==> config.mk <==
export PLATFORM = sky130hd
export DESIGN_NAME = fic_top
export DESIGN_NICKNAME = d
export VERILOG_FILES = /design/src/core/fic_pkg.sv /design/src/core/fic_dec_if.sv /design/src/core/fic_cap_word.sv /design/src/core/fic_gate.sv /design/src/core/fic_top.sv
export SDC_FILE = /design/constraint.sdc
export NUM_CORES = 1
export LEC_CHECK = 0
export BUFFER_PORTS_ARGS = -buffer_cell sky130_fd_sc_hd__buf_2
export CAP_MARGIN = 0
export CORE_ASPECT_RATIO = 0.5
export CORE_MARGIN = 2
export CORE_UTILIZATION = 30
export CTS_CLUSTER_SIZE = 12
export DETAILED_ROUTE_END_ITERATION = 8
export PLACE_DENSITY = 0.63
export SLEW_MARGIN = 20
export SYNTH_ARGS = -nofsm -noshare
export SYNTH_HDL_FRONTEND = slang
export SYNTH_SLANG_ARGS = --single-unit
==> constraint.sdc <==
create_clock -name sys_clk -period 7.55 [get_ports sys_clk]
set_clock_uncertainty 0.1 [all_clocks]
set_input_delay 0.3775 -clock sys_clk [delete_from_list [all_inputs] [get_ports sys_clk]]
set_output_delay 0.3775 -clock sys_clk [all_outputs]
set_load 0.01 [all_outputs]
==> src/core/fic_pkg.sv <==
// Package: offsets, capability layout, encodings and verdicts for the capability block
package fic_pkg;

  // Register and port offsets on the host bus
  localparam logic [15:0] FIC_OFS_CAP       = 16'h0010;
  localparam logic [15:0] FIC_OFS_BYTE_FIFO = 16'h0020;
  localparam logic [15:0] FIC_OFS_WIDE_FIFO = 16'h0040;

  // Capability field positions
  localparam int FIC_BIT_TOP_RSVD    = 31;
  localparam int FIC_REV_HI          = 30;
  localparam int FIC_REV_LO          = 28;
  localparam int FIC_ZERO_HI         = 27;
  localparam int FIC_ZERO_LO         = 11;
  localparam int FIC_SIZE_HI         = 10;
  localparam int FIC_SIZE_LO         = 9;
  localparam int FIC_BIT_BURST_FIXED = 8;
  localparam int FIC_BIT_CMD_RDY     = 7;
  localparam int FIC_BIT_FALL        = 6;
  localparam int FIC_BIT_RISE        = 5;
  localparam int FIC_BIT_LOW_LVL     = 4;
  localparam int FIC_BIT_HIGH_LVL    = 3;
  localparam int FIC_BIT_OWNER_CHG   = 2;
  localparam int FIC_BIT_STS_VALID   = 1;
  localparam int FIC_BIT_RESP_RDY    = 0;

  // Word with only the mandatory bits set
  localparam logic [31:0] FIC_CAP_RESET = 32'h0000_0015;

  // Encodings
  localparam logic [1:0] FIC_SIZE_64     = 2'h3;
  localparam logic [1:0] FIC_SIZE_32     = 2'h2;
  localparam logic [1:0] FIC_SIZE_8      = 2'h1;
  localparam logic [1:0] FIC_SIZE_LEGACY = 2'h0;
  localparam logic [2:0] FIC_REV_121     = 3'h0;
  localparam logic [2:0] FIC_REV_13      = 3'h2;
  localparam logic [2:0] FIC_REV_13_G2   = 3'h3;
  localparam logic [3:0] FIC_KIND_FIFO_A = 4'h0;
  localparam logic [3:0] FIC_KIND_FIFO_B = 4'hf;

  // Transfer lengths in bytes
  localparam int          FIC_LEN_W      = 7;
  localparam logic [6:0]  FIC_MAX_64     = 7'h40;
  localparam logic [6:0]  FIC_MAX_32     = 7'h20;
  localparam logic [6:0]  FIC_MAX_8      = 7'h08;
  localparam logic [6:0]  FIC_MAX_LEGACY = 7'h01;

  // Strap bundle: {lpc, top, rev[2:0], size[1:0], burst, cmd, fall, rise, high, sts}
  localparam int         FIC_STRAP_W    = 13;
  localparam logic [1:0] FIC_SYNC_FILL  = 2'h2;

  typedef enum logic [2:0] {
    FIC_V_CAP, FIC_V_BYTE, FIC_V_WIDE, FIC_V_ABORT, FIC_V_UNMAPPED
  } fic_verdict_t;

  function automatic logic [6:0] fic_max_len(input logic [1:0] size);
    case (size)
      FIC_SIZE_64: fic_max_len = FIC_MAX_64;
      FIC_SIZE_32: fic_max_len = FIC_MAX_32;
      FIC_SIZE_8:  fic_max_len = FIC_MAX_8;
      default:     fic_max_len = FIC_MAX_LEGACY;
    endcase
  endfunction

endpackage

==> src/core/fic_dec_if.sv <==
// Interface: request decode between the top and the acceptance gate
`timescale 1ns/10ps
`default_nettype none
interface fic_dec_if;
  import fic_pkg::*;
  logic [15:0]  addr;
  logic [6:0]   len;
  logic [1:0]   size_limit;
  logic         lpc_mode;
  fic_verdict_t verdict;

  modport top  (output addr, len, size_limit, lpc_mode, input verdict);
  modport gate (input addr, len, size_limit, lpc_mode, output verdict);
endinterface
`default_nettype wire

==> src/core/fic_cap_word.sv <==
// Capability word: strap synchroniser, one-time capture and field assembly
`timescale 1ns/10ps
`default_nettype none
module fic_cap_word
  import fic_pkg::*;
(
  // Clock and reset
  input  wire logic                   sys_clk,
  input  wire logic                   rst_n,
  // Strap pins
  input  wire logic [FIC_STRAP_W-1:0] strap_in,
  // Captured capability
  output var  logic [31:0]            cap_word,
  output var  logic                   lpc_mode
);

  logic [FIC_STRAP_W-1:0] sync1_r, sync2_r, held_r, held_nxt;
  logic [1:0]             fill_r, fill_nxt;
  logic                   done_r, done_nxt;

  // Straps are sampled once; later pin wiggles cannot change the word
  always_comb begin
    fill_nxt = fill_r;
    done_nxt = done_r;
    held_nxt = held_r;
    if (!done_r) begin
      if (fill_r == FIC_SYNC_FILL) begin
        held_nxt = sync2_r;
        done_nxt = 1'b1;
      end else begin
        fill_nxt = fill_r + 2'h1;
      end
    end
  end

  always_ff @(posedge sys_clk) begin
    sync1_r <= strap_in;
    sync2_r <= sync1_r;
    if (!rst_n) begin
      fill_r <= 2'h0;
      done_r <= 1'b0;
      held_r <= '0;
    end else begin
      fill_r <= fill_nxt;
      done_r <= done_nxt;
      held_r <= held_nxt;
    end
  end

  always_comb begin
    cap_word                              = FIC_CAP_RESET;
    cap_word[FIC_BIT_TOP_RSVD]            = held_r[11];
    cap_word[FIC_REV_HI:FIC_REV_LO]       = held_r[10:8];
    cap_word[FIC_ZERO_HI:FIC_ZERO_LO]     = '0;
    cap_word[FIC_SIZE_HI:FIC_SIZE_LO]     = held_r[7:6];
    cap_word[FIC_BIT_BURST_FIXED]         = held_r[5];
    cap_word[FIC_BIT_CMD_RDY]             = held_r[4];
    cap_word[FIC_BIT_FALL]                = held_r[3];
    cap_word[FIC_BIT_RISE]                = held_r[2];
    cap_word[FIC_BIT_LOW_LVL]             = 1'b1;
    cap_word[FIC_BIT_HIGH_LVL]            = held_r[1];
    cap_word[FIC_BIT_OWNER_CHG]           = 1'b1;
    cap_word[FIC_BIT_STS_VALID]           = held_r[0];
    cap_word[FIC_BIT_RESP_RDY]            = 1'b1;
    lpc_mode                              = held_r[12];
  end

endmodule
`default_nettype wire

==> src/core/fic_gate.sv <==
// Acceptance gate: decides which port a request hits and whether it is taken
`timescale 1ns/10ps
`default_nettype none
module fic_gate
  import fic_pkg::*;
(
  // Decode carrier
  fic_dec_if.gate dec
);

  logic [6:0] max_len;
  logic       len_ok;

  always_comb begin
    max_len = fic_max_len(dec.size_limit);
    // Longer bursts than advertised are let through on LPC only
    len_ok  = (dec.len != 7'h00) &&
              ((dec.len <= max_len) || dec.lpc_mode);
    if (dec.addr == FIC_OFS_CAP) begin
      dec.verdict = FIC_V_CAP;
    end else if (dec.addr == FIC_OFS_BYTE_FIFO) begin
      dec.verdict = len_ok ? FIC_V_BYTE : FIC_V_ABORT;
    end else if (dec.addr == FIC_OFS_WIDE_FIFO) begin
      if (dec.size_limit == FIC_SIZE_LEGACY) begin
        dec.verdict = FIC_V_ABORT;
      end else begin
        dec.verdict = len_ok ? FIC_V_WIDE : FIC_V_ABORT;
      end
    end else begin
      dec.verdict = FIC_V_UNMAPPED;
    end
  end

endmodule
`default_nettype wire

==> src/core/fic_top.sv <==
// Top: capability register and FIFO port acceptance on the host transaction port
`timescale 1ns/10ps
`default_nettype none
module fic_top
  import fic_pkg::*;
(
  // Clock and reset
  input  wire logic        sys_clk,
  input  wire logic        rst_n,
  // Host transaction port
  input  wire logic        host_req,
  input  wire logic        host_we,
  input  wire logic [15:0] host_addr,
  input  wire logic [6:0]  host_len,
  input  wire logic        host_wvalid,
  input  wire logic [7:0]  host_wdata,
  output var  logic        host_ack,
  output var  logic        host_abort,
  output var  logic        host_wait,
  output var  logic        host_byte_ack,
  output var  logic [31:0] host_rdata,
  // Identity
  input  wire logic [3:0]  interface_kind,
  // Strap pins
  input  wire logic        strap_top_bit,
  input  wire logic [2:0]  strap_revision,
  input  wire logic [1:0]  strap_size_limit,
  input  wire logic        strap_burst_fixed,
  input  wire logic        strap_cmd_ready_irq,
  input  wire logic        strap_falling_edge,
  input  wire logic        strap_rising_edge,
  input  wire logic        strap_high_level,
  input  wire logic        strap_status_valid_irq,
  input  wire logic        strap_lpc_mode,
  // Command FIFO side
  output var  logic        fifo_wr_valid,
  output var  logic [7:0]  fifo_wr_data,
  input  wire logic        fifo_wr_ready,
  input  wire logic        fifo_rd_valid,
  input  wire logic [7:0]  fifo_rd_data,
  output var  logic        fifo_rd_take,
  // Status
  output var  logic        cap_valid,
  output var  logic        wide_port_enabled
);

  ////////////////////////////////////////////////////////////////////////////
  // Capability word and decode

  typedef enum logic [1:0] {
    FIC_S_IDLE, FIC_S_WRITE, FIC_S_READ, FIC_S_FINISH
  } fic_state_t;

  logic [31:0] cap_word;
  logic        lpc_mode;
  logic        kind_ok;
  fic_dec_if   dec ();
  logic [FIC_STRAP_W-1:0] strap_bus;

  // Pure wiring; the capture block synchronises the whole bundle
  always_comb begin
    strap_bus[12]   = strap_lpc_mode;
    strap_bus[11]   = strap_top_bit;
    strap_bus[10:8] = strap_revision;
    strap_bus[7:6]  = strap_size_limit;
    strap_bus[5]    = strap_burst_fixed;
    strap_bus[4]    = strap_cmd_ready_irq;
    strap_bus[3]    = strap_falling_edge;
    strap_bus[2]    = strap_rising_edge;
    strap_bus[1]    = strap_high_level;
    strap_bus[0]    = strap_status_valid_irq;
  end

  fic_cap_word u_cap (
    .sys_clk  (sys_clk),
    .rst_n    (rst_n),
    .strap_in (strap_bus),
    .cap_word (cap_word),
    .lpc_mode (lpc_mode)
  );

  fic_gate u_gate (
    .dec (dec.gate)
  );

  assign dec.addr       = host_addr;
  assign dec.len        = host_len;
  assign dec.size_limit = cap_word[FIC_SIZE_HI:FIC_SIZE_LO];
  assign dec.lpc_mode   = lpc_mode;

  // Contents mean nothing for other interface kinds
  assign kind_ok = (interface_kind == FIC_KIND_FIFO_A) ||
                   (interface_kind == FIC_KIND_FIFO_B);

  ////////////////////////////////////////////////////////////////////////////
  // Transaction state

  fic_state_t  state_r, state_nxt;
  logic [6:0]  left_r, left_nxt;
  logic        ack_r, ack_nxt;
  logic        abort_r, abort_nxt;
  logic        wait_r, wait_nxt;
  logic        back_r, back_nxt;
  logic [31:0] rdata_r, rdata_nxt;
  logic        wv_r, wv_nxt;
  logic [7:0]  wd_r, wd_nxt;
  logic        take_r, take_nxt;
  logic        push;
  logic        pull;

  // One transaction at a time; a request is only taken from idle
  always_comb begin
    state_nxt = state_r;
    left_nxt  = left_r;
    ack_nxt   = 1'b0;
    abort_nxt = 1'b0;
    wait_nxt  = 1'b0;
    back_nxt  = 1'b0;
    rdata_nxt = rdata_r;
    push      = 1'b0;
    pull      = 1'b0;

    case (state_r)
      FIC_S_IDLE: begin
        if (host_req) begin
          case (dec.verdict)
            FIC_V_CAP: begin
              ack_nxt = 1'b1;
              // Writes land nowhere; the ack keeps the bus error-free
              if (!host_we) begin
                rdata_nxt = kind_ok ? cap_word : 32'h0000_0000;
              end
            end
            FIC_V_BYTE, FIC_V_WIDE: begin
              left_nxt  = host_len;
              rdata_nxt = 32'h0000_0000;
              state_nxt = host_we ? FIC_S_WRITE : FIC_S_READ;
            end
            FIC_V_ABORT: begin
              abort_nxt = 1'b1;
            end
            default: begin
              ack_nxt   = 1'b1;
              rdata_nxt = 32'h0000_0000;
            end
          endcase
        end
      end

      FIC_S_WRITE: begin
        if (left_r == 7'h00) begin
          state_nxt = FIC_S_FINISH;
        end else if (host_wvalid && !back_r && (!wv_r || fifo_wr_ready)) begin
          push     = 1'b1;
          back_nxt = 1'b1;
          left_nxt = left_r - 7'h01;
        end else if (host_wvalid && !back_r) begin
          // Byte held by host while the FIFO is full
          wait_nxt = 1'b1;
        end
      end

      FIC_S_READ: begin
        if (left_r == 7'h00) begin
          state_nxt = FIC_S_FINISH;
        end else if (fifo_rd_valid && !take_r && !back_r) begin
          rdata_nxt = {24'h00_0000, fifo_rd_data};
          pull      = 1'b1;
          back_nxt  = 1'b1;
          left_nxt  = left_r - 7'h01;
        end else if (!fifo_rd_valid) begin
          wait_nxt = 1'b1;
        end
      end

      FIC_S_FINISH: begin
        // Last write byte must be in the FIFO before completion
        if (!wv_r || fifo_wr_ready) begin
          ack_nxt   = 1'b1;
          state_nxt = FIC_S_IDLE;
        end else begin
          wait_nxt = 1'b1;
        end
      end

      default: begin
        state_nxt = FIC_S_IDLE;
      end
    endcase
  end

  always_ff @(posedge sys_clk) begin
    if (!rst_n) begin
      state_r <= FIC_S_IDLE;
      left_r  <= 7'h00;
      ack_r   <= 1'b0;
      abort_r <= 1'b0;
      wait_r  <= 1'b0;
      back_r  <= 1'b0;
      rdata_r <= 32'h0000_0000;
    end else begin
      state_r <= state_nxt;
      left_r  <= left_nxt;
      ack_r   <= ack_nxt;
      abort_r <= abort_nxt;
      wait_r  <= wait_nxt;
      back_r  <= back_nxt;
      rdata_r <= rdata_nxt;
    end
  end

  ////////////////////////////////////////////////////////////////////////////
  // Command FIFO handshakes

  always_comb begin
    wv_nxt   = wv_r;
    wd_nxt   = wd_r;
    take_nxt = pull;
    // Downstream drains a pending byte on its own handshake
    if (wv_r && fifo_wr_ready) begin
      wv_nxt = 1'b0;
    end
    // A fresh byte may replace one that drains on this same edge
    if (push) begin
      wv_nxt = 1'b1;
      wd_nxt = host_wdata;
    end
  end

  // Valid and data hold together until the FIFO side takes the byte
  always_ff @(posedge sys_clk) begin
    if (!rst_n) begin
      wv_r   <= 1'b0;
      wd_r   <= 8'h00;
      take_r <= 1'b0;
    end else begin
      wv_r   <= wv_nxt;
      wd_r   <= wd_nxt;
      take_r <= take_nxt;
    end
  end

  ////////////////////////////////////////////////////////////////////////////
  // Status flags

  logic        valid_r, valid_nxt;
  logic        wide_r, wide_nxt;

  always_comb begin
    valid_nxt = kind_ok;
    wide_nxt  = cap_word[FIC_SIZE_HI:FIC_SIZE_LO] != FIC_SIZE_LEGACY;
  end

  // One cycle of lag is traded for flags that come straight from flops
  always_ff @(posedge sys_clk) begin
    if (!rst_n) begin
      valid_r <= 1'b0;
      wide_r  <= 1'b0;
    end else begin
      valid_r <= valid_nxt;
      wide_r  <= wide_nxt;
    end
  end

  ////////////////////////////////////////////////////////////////////////////
  // Outputs

  assign host_ack          = ack_r;
  assign host_abort        = abort_r;
  assign host_wait         = wait_r;
  assign host_byte_ack     = back_r;
  assign host_rdata        = rdata_r;
  assign fifo_wr_valid     = wv_r;
  assign fifo_wr_data      = wd_r;
  assign fifo_rd_take      = take_r;
  assign cap_valid         = valid_r;
  assign wide_port_enabled = wide_r;

endmodule
`default_nettype wire

### Word level (Yosys, flattened, before mapping)

Index checks and enable logic that the tools add are counted.

| word-level totals | value |
|---|---|
| register bits after elaboration | 99 |
| bits of input ports | 63 |
| output and inout bits | 48 |
| word-level logic and storage cells | 128 |

| cells by class | value |
|---|---|
| add/subtract/negate cells | 2 |
| $lt $le $gt $ge | 1 |
| eq/ne operators | 24 |
| muxes and demuxes | 50 |
| bitwise logic cells | 2 |
| reduce and logical (&&, ||, !) cells | 32 |

Operators with widths:

| operator | number |
|---|---|
| two-way mux 32 bit | 5 |
| one-hot mux 32 bit (2 select lines) | 2 |
| two-way mux 7 bit | 6 |
| one-hot mux 7 bit (3 select lines) | 2 |
| two-way mux 1 bit | 21 |
| equality test 16 x 5 -> 1 bit (second input constant) | 1 |
| equality test 16 x 6 -> 1 bit (second input constant) | 1 |
| equality test 16 x 7 -> 1 bit (second input constant) | 1 |
| inequality test 2 bit (second input constant) | 7 |
| two-way mux 2 bit | 6 |
| two-way mux 3 bit | 4 |
| equality test 2 bit (second input constant) | 5 |
| <= comparator 7 bit | 1 |
| zero test 7 bit | 1 |
| AND reduction 7 bit | 1 |
| nonzero test 7 bit | 1 |
| subtractor 7 x 1 -> 7 bit (second input constant) | 1 |
| equality test 3 x 2 -> 1 bit (second input constant) | 2 |
| logical AND 1 bit | 6 |
| one-hot mux 2 bit (3 select lines) | 1 |
| AND reduction 2 bit | 3 |
| AND reduction 6 bit | 1 |
| nonzero test 2 bit | 3 |
| equality test 2 x 1 -> 1 bit (second input constant) | 2 |
| other kinds (18) | 27 |

### Longest topological paths before layout

Gate-level depths: netlist of run 1.

| logic depth | value |
|---|---|
| depth in word-level cells | 15 |
| depth in mapped cells | 10 |
| depth with buffers taken out | 8 |

### Modules after synthesis

A second synthesis of run 1 with hierarchy kept.

| unflattened totals | value |
|---|---|
| cells, all modules | 450 |
| area total of the unflattened synthesis | 4092.7 um^2 |

By module, submodules not included:

| module | instances | cells an instance | area each (um^2) | sequential area each (um^2) |
|---|---|---|---|---|
| fic_top | 1 | 298 | 2509.9 | 1141.1 |
| fic_cap_word | 1 | 118 | 1338.8 | 840.8 |
| fic_gate | 1 | 34 | 244.0 | 0.0 |

### Worst setup path before layout of run 1

OpenSTA, ideal clock, no wires.

| timing path | value |
|---|---|
| kind | reg2reg |
| start | register u_cap.held_r[7] |
| end | register rdata_r[29], in the netlist host_rdata[29] |
| setup time | 0.072 ns |
| arrival | 2.340 ns |
| data required time | 7.378 ns |
| path slack | 5.039 ns |
| stages on the path, launching flop included | 11 |
| buffers on the path | 2 |
| period minus slack after synthesis | 2.511 ns |
| cell sequence | dfxtp_1 nand2b_1 ha_1 and4b_1 a21boi_1 o31a_1 o311ai_4 and2_1 buf_6 buf_12 mux2i_1 |

| on the way | value |
|---|---|
| word-level cells in the longest chain between the ends | 14 |
| elaborated cells on any way between the ends | 22 |
| those cells by class | order compare: 1; eq/ne: 6; mux: 10; reduce/logical: 5 |

RTL lines:

| item | RTL line | RTL |
|---|---|---|
| start: declaration | fic_cap_word.sv:17 | `logic [FIC_STRAP_W-1:0] sync1_r, sync2_r, held_r, held_nxt;` |
| start signal: assignment | fic_cap_word.sv:46 | `held_r <= held_nxt;` |
| equality test 2 x 1 -> 1 bit or equality test 2 bit (tied branches) | fic_pkg.sv:57 | `case (size)` |
| one-hot mux 7 bit (3 select lines) | fic_pkg.sv:57 |  |
| <= comparator 7 bit | fic_gate.sv:18 | `((dec.len <= max_len) \|\| dec.lpc_mode);` |
| logical OR 1 bit | fic_gate.sv:18 |  |
| logical AND 1 bit | fic_gate.sv:17 | `len_ok = (dec.len != 7'h00) &&` |
| two-way mux 1 bit | fic_gate.sv:27 | `dec.verdict = len_ok ? FIC_V_WIDE : FIC_V_ABORT;` |
| two-way mux 3 bit | fic_gate.sv:24 | `if (dec.size_limit == FIC_SIZE_LEGACY) begin` |
| two-way mux 3 bit | fic_gate.sv:23 | `end else if (dec.addr == FIC_OFS_WIDE_FIFO) begin` |
| two-way mux 3 bit * | fic_gate.sv:21 | `end else if (dec.addr == FIC_OFS_BYTE_FIFO) begin` |
| two-way mux 3 bit * | fic_gate.sv:19 | `if (dec.addr == FIC_OFS_CAP) begin` |
| equality test 3 x 2 -> 1 bit or zero test 3 bit (tied branches) | fic_top.sv:126 | `case (dec.verdict)` |
| one-hot mux 32 bit (2 select lines) | fic_top.sv:126 |  |
| two-way mux 32 bit | fic_top.sv:125 | `if (host_req) begin` |
| one-hot mux 32 bit (2 select lines) | fic_top.sv:123 | `case (state_r)` |
| end signal: assignment | fic_top.sv:208 | `rdata_r <= rdata_nxt;` |
| end: declaration | fic_top.sv:104 | `logic [31:0] rdata_r, rdata_nxt;` |

Mark *: on every way between the ends. The rest lies on a longest branch, timed or not. The select of a mux whose other input is x is not followed.
A chain may end at the register's enable or synchronous reset.

### Worst setup path after layout of run 1

| timing path | value |
|---|---|
| start | register u_cap.held_r[6] |
| end | register rdata_r[28], in the netlist host_rdata[28] |

Same word-level chain as after synthesis.

==> results of run 1 <==
-- through the flow --
| step | instance area (um^2) | hold slack, ns | utilization [%] |
|---|---|---|---|
| finish | 4270 | 0.0283 | 38.3 |
| floorplan | 3540 | 0.210 | - |
| global placement | 3970 | 0.210 | 35.6 |
| CTS | 4270 | 0.0137 | 38.3 |
| detailed placement | 3970 | 0.212 | 35.6 |
| global route | 4270 | 0.00458 | 38.3 |
-- layout make-up --
class                   count  area share (%)
repair buffers             93            10.9
clock buffers               9            5.27
multi-input cells         254            38.2
clock inverters             7            1.79
well taps                 145            4.25
flip-flops and latches     82            38.4
inverters                  14            1.23
-- state kept, by name, indices dropped and copies added (netlist names), 2 cells and up --
| register | cells |
|---|---|
| u_cap.sync1_r | 13 |
| u_cap.sync2_r | 13 |
| left_r | 7 |
| fifo_wr_data | 8 |
| state_r | 2 |
| u_cap.held_r | 13 |
| host_rdata | 15 |
| u_cap.fill_r | 2 |
-- worst reg2reg max path: cells and delay by family, from the launching register on --
kind | cells | cell delay (ns)
and+or+nand+nor | 2 | 0.94
adders and majority gates | 1 | 0.28
DFF | 1 | 0.35
AOI/OAI and AO/OA | 4 | 1.13
muxes | 1 | 0.26
-- how the worst max path moves through the flow --
stage	from	end	slack [ns]	cells after the start
floorplan	u_cap.held_r[7]$_SDFFE_PN0P_	host_rdata[29]$_SDFFE_PN0P_	5.04	10
global placement	host_len[6]	host_rdata[28]$_SDFFE_PN0P_	4.48	8
detailed placement	host_len[6]	host_rdata[28]$_SDFFE_PN0P_	4.43	8
CTS	u_cap.held_r[6]$_SDFFE_PN0P_	host_rdata[28]$_SDFFE_PN0P_	4.44	8
global route	u_cap.held_r[6]$_SDFFE_PN0P_	host_rdata[10]$_SDFFE_PN0P_	4.23	8
finish	u_cap.held_r[6]$_SDFFE_PN0P_	host_rdata[28]$_SDFFE_PN0P_	4.42	8
-- where the power goes --
| part | total, mW | internal (mW) | switching [mW] |
|---|---|---|---|
| clock | 0.435 | 0.235 | 0.200 |
| combinational | 0.118 | 0.0478 | 0.0703 |
| sequential | 0.477 | 0.462 | 0.0151 |
| total | 1.03 | 0.745 | 0.285 |
-- routing by layer --
layer  wire length, um  GRT usage (%)
met2              3540           19.9
met4                94           3.94
met1              3780           16.4
met3               416           4.10
met5                 0              0
-- placed cells by master (no fill, tap or decap), drive strengths merged, types with 3 or more instances in the layout --
cell    synthesis  final
buf            23     93
dfxtp          82     82
nand2          49     49
a21oi          33     33
nor2           25     25
mux2i          19     19
inv            14     19
conb            1     17
ha             11     11
nand3          10     10
a211oi         10     10
clkbuf         12      9
nor3            8      8
o21ai           6      6
nor4            6      6
nand2b          5      5
a22oi           5      5
o211ai          4      4
nor2b           3      3
o21a            3      3
o32ai           3      3
-- kinds of logic (layout without fill, tap and decap cells) --
group,count (synthesis),after routing
other,1,17
adder cells (fa/ha/maj),11,11
flip-flops,82,82
AO/OA/AOI/OAI,84,84
buffers and inverters,49,123
multiplexers,19,19
AND/OR/NAND/NOR,120,120
XOR/XNOR,3,3
==> impl_results.md, run 1 <==
* Outcome: finished clean
* Worst EP arrival at 3.30 ns
* Simple-gate area share of the yosys netlist at 16.6%
* Cells after synthesis at 369
* Synthesis Warnings at 0
* Placed insts at 588
* Final min period at 3.13 ns
* Cts bufs inserted at 9
* Share of the synthesized area in the top cell type at 47.2%
* Global placer's final weighted congestion at 0.813
* # nets final at 528
* Hold Path Cell Cnt at 1
* Core footprint at 11100 um^2
* Tot GR Track Use at 12.6%
* Cell leakage power at 1.79 nW
* Post-CTS setup buffer count at 0
* Reg2reg start: u_cap.held_r[6]$_SDFFE_PN0P_
* Cell taking the most area after synthesis: dfxtp_1
* Share of layout cells above drive strength 1 at 27.5%
* Worst slew pin tran at 1.04 ns
* DRC Markers at 0
* I/O pin total at 111
* Area occupied by multi-input gates at 1630 um^2
* Max H-tree Level at 3
* Antenna Nets Post-Route at 0
* Crit-path max cell delay at 0.78 ns
* Seq. cell area at 1640 um^2
* Fmax at 0.319 GHz
* R2r setup slk at 4.42 ns
* Post-Synthesis Cell Area at 3480 um^2
* Drt initial violations at 110
* Pre-CTS WS at 4.43 ns
* Crit-path slowest cell: and2_1
* Max Cap Viol at 0
* Post-CTS sizing at 0
* # setup viols final at 0
* Main combinational cell family by area after synthesis: compound AO/OA/AOI/OAI gates
* Fin cells at 604
* Post-synth ARST share at 0%
* Tot Pwr at 1.03 mW
* Max clock buf depth at 2
* Drt wl/cell at 13.0 um
* Crit share post-route at 41.5%
* Max FO, Critical Path at 15
* RSZ-0062 raised after global routing: false
* Worst Path Required at 7.72 ns
* CP Buf/Inv Count at 0
* Mux contribution to synthesized area at 5.47%
* Vert. Die Dim at 80.1 um
* Synth Area in XOR/XNOR at 0.756%
* Crit end category: flip-flop
* Sequential area share after synthesis at 47.2%
* Top Family by Delay on Critical Path: compound AO/OA/AOI/OAI gates
* List of most frequent post-synthesis cells: dfxtp_1, nand2_1, a21oi_1
* Worst vdd ir at 0.117 mV
* Synth Area in Adders at 3.96%
* Setup crit start kind: flip-flop
* Main synth FF type: dfxtp_1
* Worst Min Path Start: strap_high_level
* Tightest Hold Check Type: in -> reg
* Initial Utilization at 31.2%
* Die X at 156 um
* Via count at 2813
* Critical path type: reg -> reg
* Clock root cell: clkbuf_16
* R2R cell count at 8
* Rel. slew slack at 30.4%
* HPWL after DPL at 5820 um
* PwrDens at 241 nW/um^2
* Post-synthesis compound-gate area fraction at 18.0%
* Netlist cell types at 60
* Gr ovfl total at 0
* Initial antenna violation count at 0
* 1st-pass router iterations at 4
* RR Endpoint: host_rdata[28]$_SDFFE_PN0P_
* Top-count cell post-synth: dfxtp_1
* Vias per inst at 4.66
* Vias in the first global route at 2441
* Most used cell, CP: o21a_1
* Hold Crit Endpoint: u_cap.sync1_r[1]$_DFF_P_
* Setup tns final at 0 ns
* Syn Area/Cell at 9.42 um^2
* Post-Route WL at 7830 um
* First-pass GRT wire length at 12200 um
* Post-synth EDFFs at 0
* CTS Hold Buffers Added at 0
* Worst-path clk slew at 0.07 ns
* Fillers at 1126
* Area Growth Syn to Fin at 22.9%
* Sink Count at 82
* Crit-path cells: nand2b_1, ha_1, o21a_1, o21a_1, o31a_1, o311ai_4, and2_1, mux2i_1
* ANT cells at 0
* Row cnt at 27
* Clock latency on the worst-skew pair at 0.34 ns
* CTS tree: done
* Post-route setup slack at 4.42 ns
* Final Hold Viols at 0
* Die area at 12500 um^2
* Slew Viols, Final at 0
* Number of synthesized register bits at 82
* Largest net degree at the start of global routing at 46
* IO Port Bufs at 93
* Synth top area cells: dfxtp_1, mux2i_1, nand2_1, a21oi_1, ha_1
Power figures use the tool's default switching activity.
==> run 2: changes to the inputs <==
- PLACE_DENSITY: 0.63 -> 0.65
- clock period: 7.55 -> 2.55 ns (I/O delays scaled with it)
==> impl_results.md, run 2 (synthesis gave the netlist of run 1 again) <==
* Fmax at 0.402 GHz
* Outcome: finished clean
* Max FO, Critical Path at 6
* 1st-pass router iterations at 4
* Max Cap Viol at 0
* Switching share of total power at 26.1%
* Hold WS at 0.0591 ns
* Largest register FFs at 15
* Max clock buf depth at 2
* Vert. Die Dim at 80.1 um
* Worst-path clk slew at 0.06 ns
* Critical path type: reg -> reg
* Row cnt at 27
* ANT cells at 0
* Cell leakage power at 1.96 nW
* Tot GR Track Use at 13.5%
* Crit-path slowest cell: o311ai_0
* CP Buf/Inv Count at 1
* Setup tns final at 0 ns
* Initial Utilization at 31.2%
* Final min period at 2.49 ns
* Crit-path max cell delay at 0.35 ns
* Clock latency on the worst-skew pair at 0.34 ns
* Drt initial violations at 197
* Top Family by Delay on Critical Path: compound AO/OA/AOI/OAI gates
* Flop pwr share at 47.2%
* Clock root cell: clkbuf_16
* Part of the power in combinational logic at 13.6%
* Vias in the first global route at 2728
* Via count at 2966
* Sink Count at 82
* Worst EP arrival at 2.65 ns
* Initial antenna violation count at 0
* Cts bufs inserted at 9
* # setup viols final at 0
* Final Hold Viols at 0
* Die area at 12500 um^2
* Placed insts at 602
* Die X at 156 um
* Clock network power share at 39.2%
* Fin cells at 642
* IO Port Bufs at 93
* Most common cell after layout, fill and taps aside: buf_2
* Antenna Nets Post-Route at 0
* First-pass GRT wire length at 13100 um
* Rel. slew slack at 40.5%
* Pint at 2.21 mW
* Drt wl/cell at 13.2 um
* Crit share post-route at 97.5%
* Final core utilization at 41.2%
* Global placer's final weighted congestion at 0.885
* Slew Viols, Final at 0
* Crit end category: flip-flop
* Setup crit start kind: flip-flop
* Tot Pwr at 2.99 mW
* DRC Markers at 0
* Worst vdd ir at 0.392 mV
* Worst slew pin tran at 0.893 ns
* Core footprint at 11100 um^2
* Crit-path cells: nand2b_1, ha_1, and4b_1, a21boi_1, o311ai_0, nand3_1, buf_4, a211o_1, a21oi_1
* I/O pin total at 111
* Tightest Hold Check Type: in -> reg
* Most frequent cells in the layout: buf_2, dfxtp_1, nand2_1
* Post-Route WL at 8480 um
* Vias per inst at 4.62
* # nets final at 566
* Area Growth Syn to Fin at 32.2%
* Gr ovfl total at 0
* Max H-tree Level at 3
* Switching Power at 780 uW
* CTS tree: done
* Share of layout cells above drive strength 1 at 29.0%
* HPWL after DPL at 6120 um
* Fillers at 1130
* Worst Path Required at 2.71 ns
* PwrDens at 651 nW/um^2
* Largest net degree at the start of global routing at 46
run 2: changes by cell type in the layout (fill, tap and decap cells not counted), moves of 2 or more:
cell           previous run  this run
buf_4                     0        15
clkinv_2                  0         3
inv_8                     3         0
dlygate4sd3_1             0        22
dfxtp_1                  82        80
dfxtp_2                   0         2
run 2: worst reg2reg max path, stage by stage (launching register included):
cell and delay (ns):
dfxtp_2 0.34, nand2b_1 0.15, ha_1 0.27, and4b_1 0.21, a21boi_1 0.13, o311ai_0 0.35, nand3_1 0.26, buf_4 0.22
a211o_1 0.26, a21oi_1 0.13
run 2: area by class of cell:
type / count / area, um^2 / area share, %
Clock inverter: 6 / 41.3 / 0.899
Tap cell: 145 / 181 / 3.95
Multi-Input combinational cell: 254 / 1630 / 35.5
Inverter: 14 / 52.6 / 1.14
Sequential cell: 82 / 1640 / 35.8
Clock buffer: 10 / 229 / 4.98
Timing Repair Buffer: 131 / 813 / 17.7
run 2: power by group through the flow:
stage          registers [mW]  clock network (mW)  logic, mW
2_1_floorplan            1.43                   0      0.264
3_3_place_gp             1.44                   0      0.370
3_5_place_dp             1.44                   0      0.378
4_1_cts                  1.41                1.20      0.406
5_1_grt                  1.42                1.25      0.462
6_report                 1.41                1.17      0.407
run 2: worst paths after layout:
kind / to / slack, ns / start / cells past startpoint
worst min-delay path: state_r[1]$_SDFFE_PN0P_ / 0.06 / host_we / 4
worst max-delay path: left_r[1]$_SDFFE_PN0P_ / 0.06 / u_cap.held_r[7]$_SDFFE_PN0P_ / 9
worst max register to register: left_r[1]$_SDFFE_PN0P_ / 0.06 / u_cap.held_r[7]$_SDFFE_PN0P_ / 9
worst min register to register: u_cap.sync2_r[2]$_DFF_P_ / 0.22 / u_cap.sync1_r[2]$_DFF_P_ / 0
run 2: timing repair:
| item | CTS | global route |
|---|---|---|
| endpoints found under the setup margin | 0 | 9 |
| gates resized for setup | 0 | 5 |
| hold endpoints to repair | 22 | 0 |
| hold buffers | 22 | 0 |
| buffers inserted | 0 | 2 |
run 2: through the flow:
step	worst slack (ns)	cell area, um^2
2_1_floorplan	0.0385	3540
3_3_place_gp	0.171	4080
3_5_place_dp	0.0688	4080
4_1_cts	0.0565	4570
5_1_grt	-0.0196	4590
6_report	0.0632	4590
run 2: routing by layer:
| metal | up-vias | part of all wire [%] | GRT usage (%) |
|---|---|---|---|
| li1 | 1507 | - | - |
| met1 | 1367 | 48 | 16.9 |
| met2 | 82 | 45 | 22.0 |
| met3 | 10 | 5.2 | 3.67 |
| met4 | 0 | 1.6 | 5.78 |
| met5 | - | 0 | 0 |
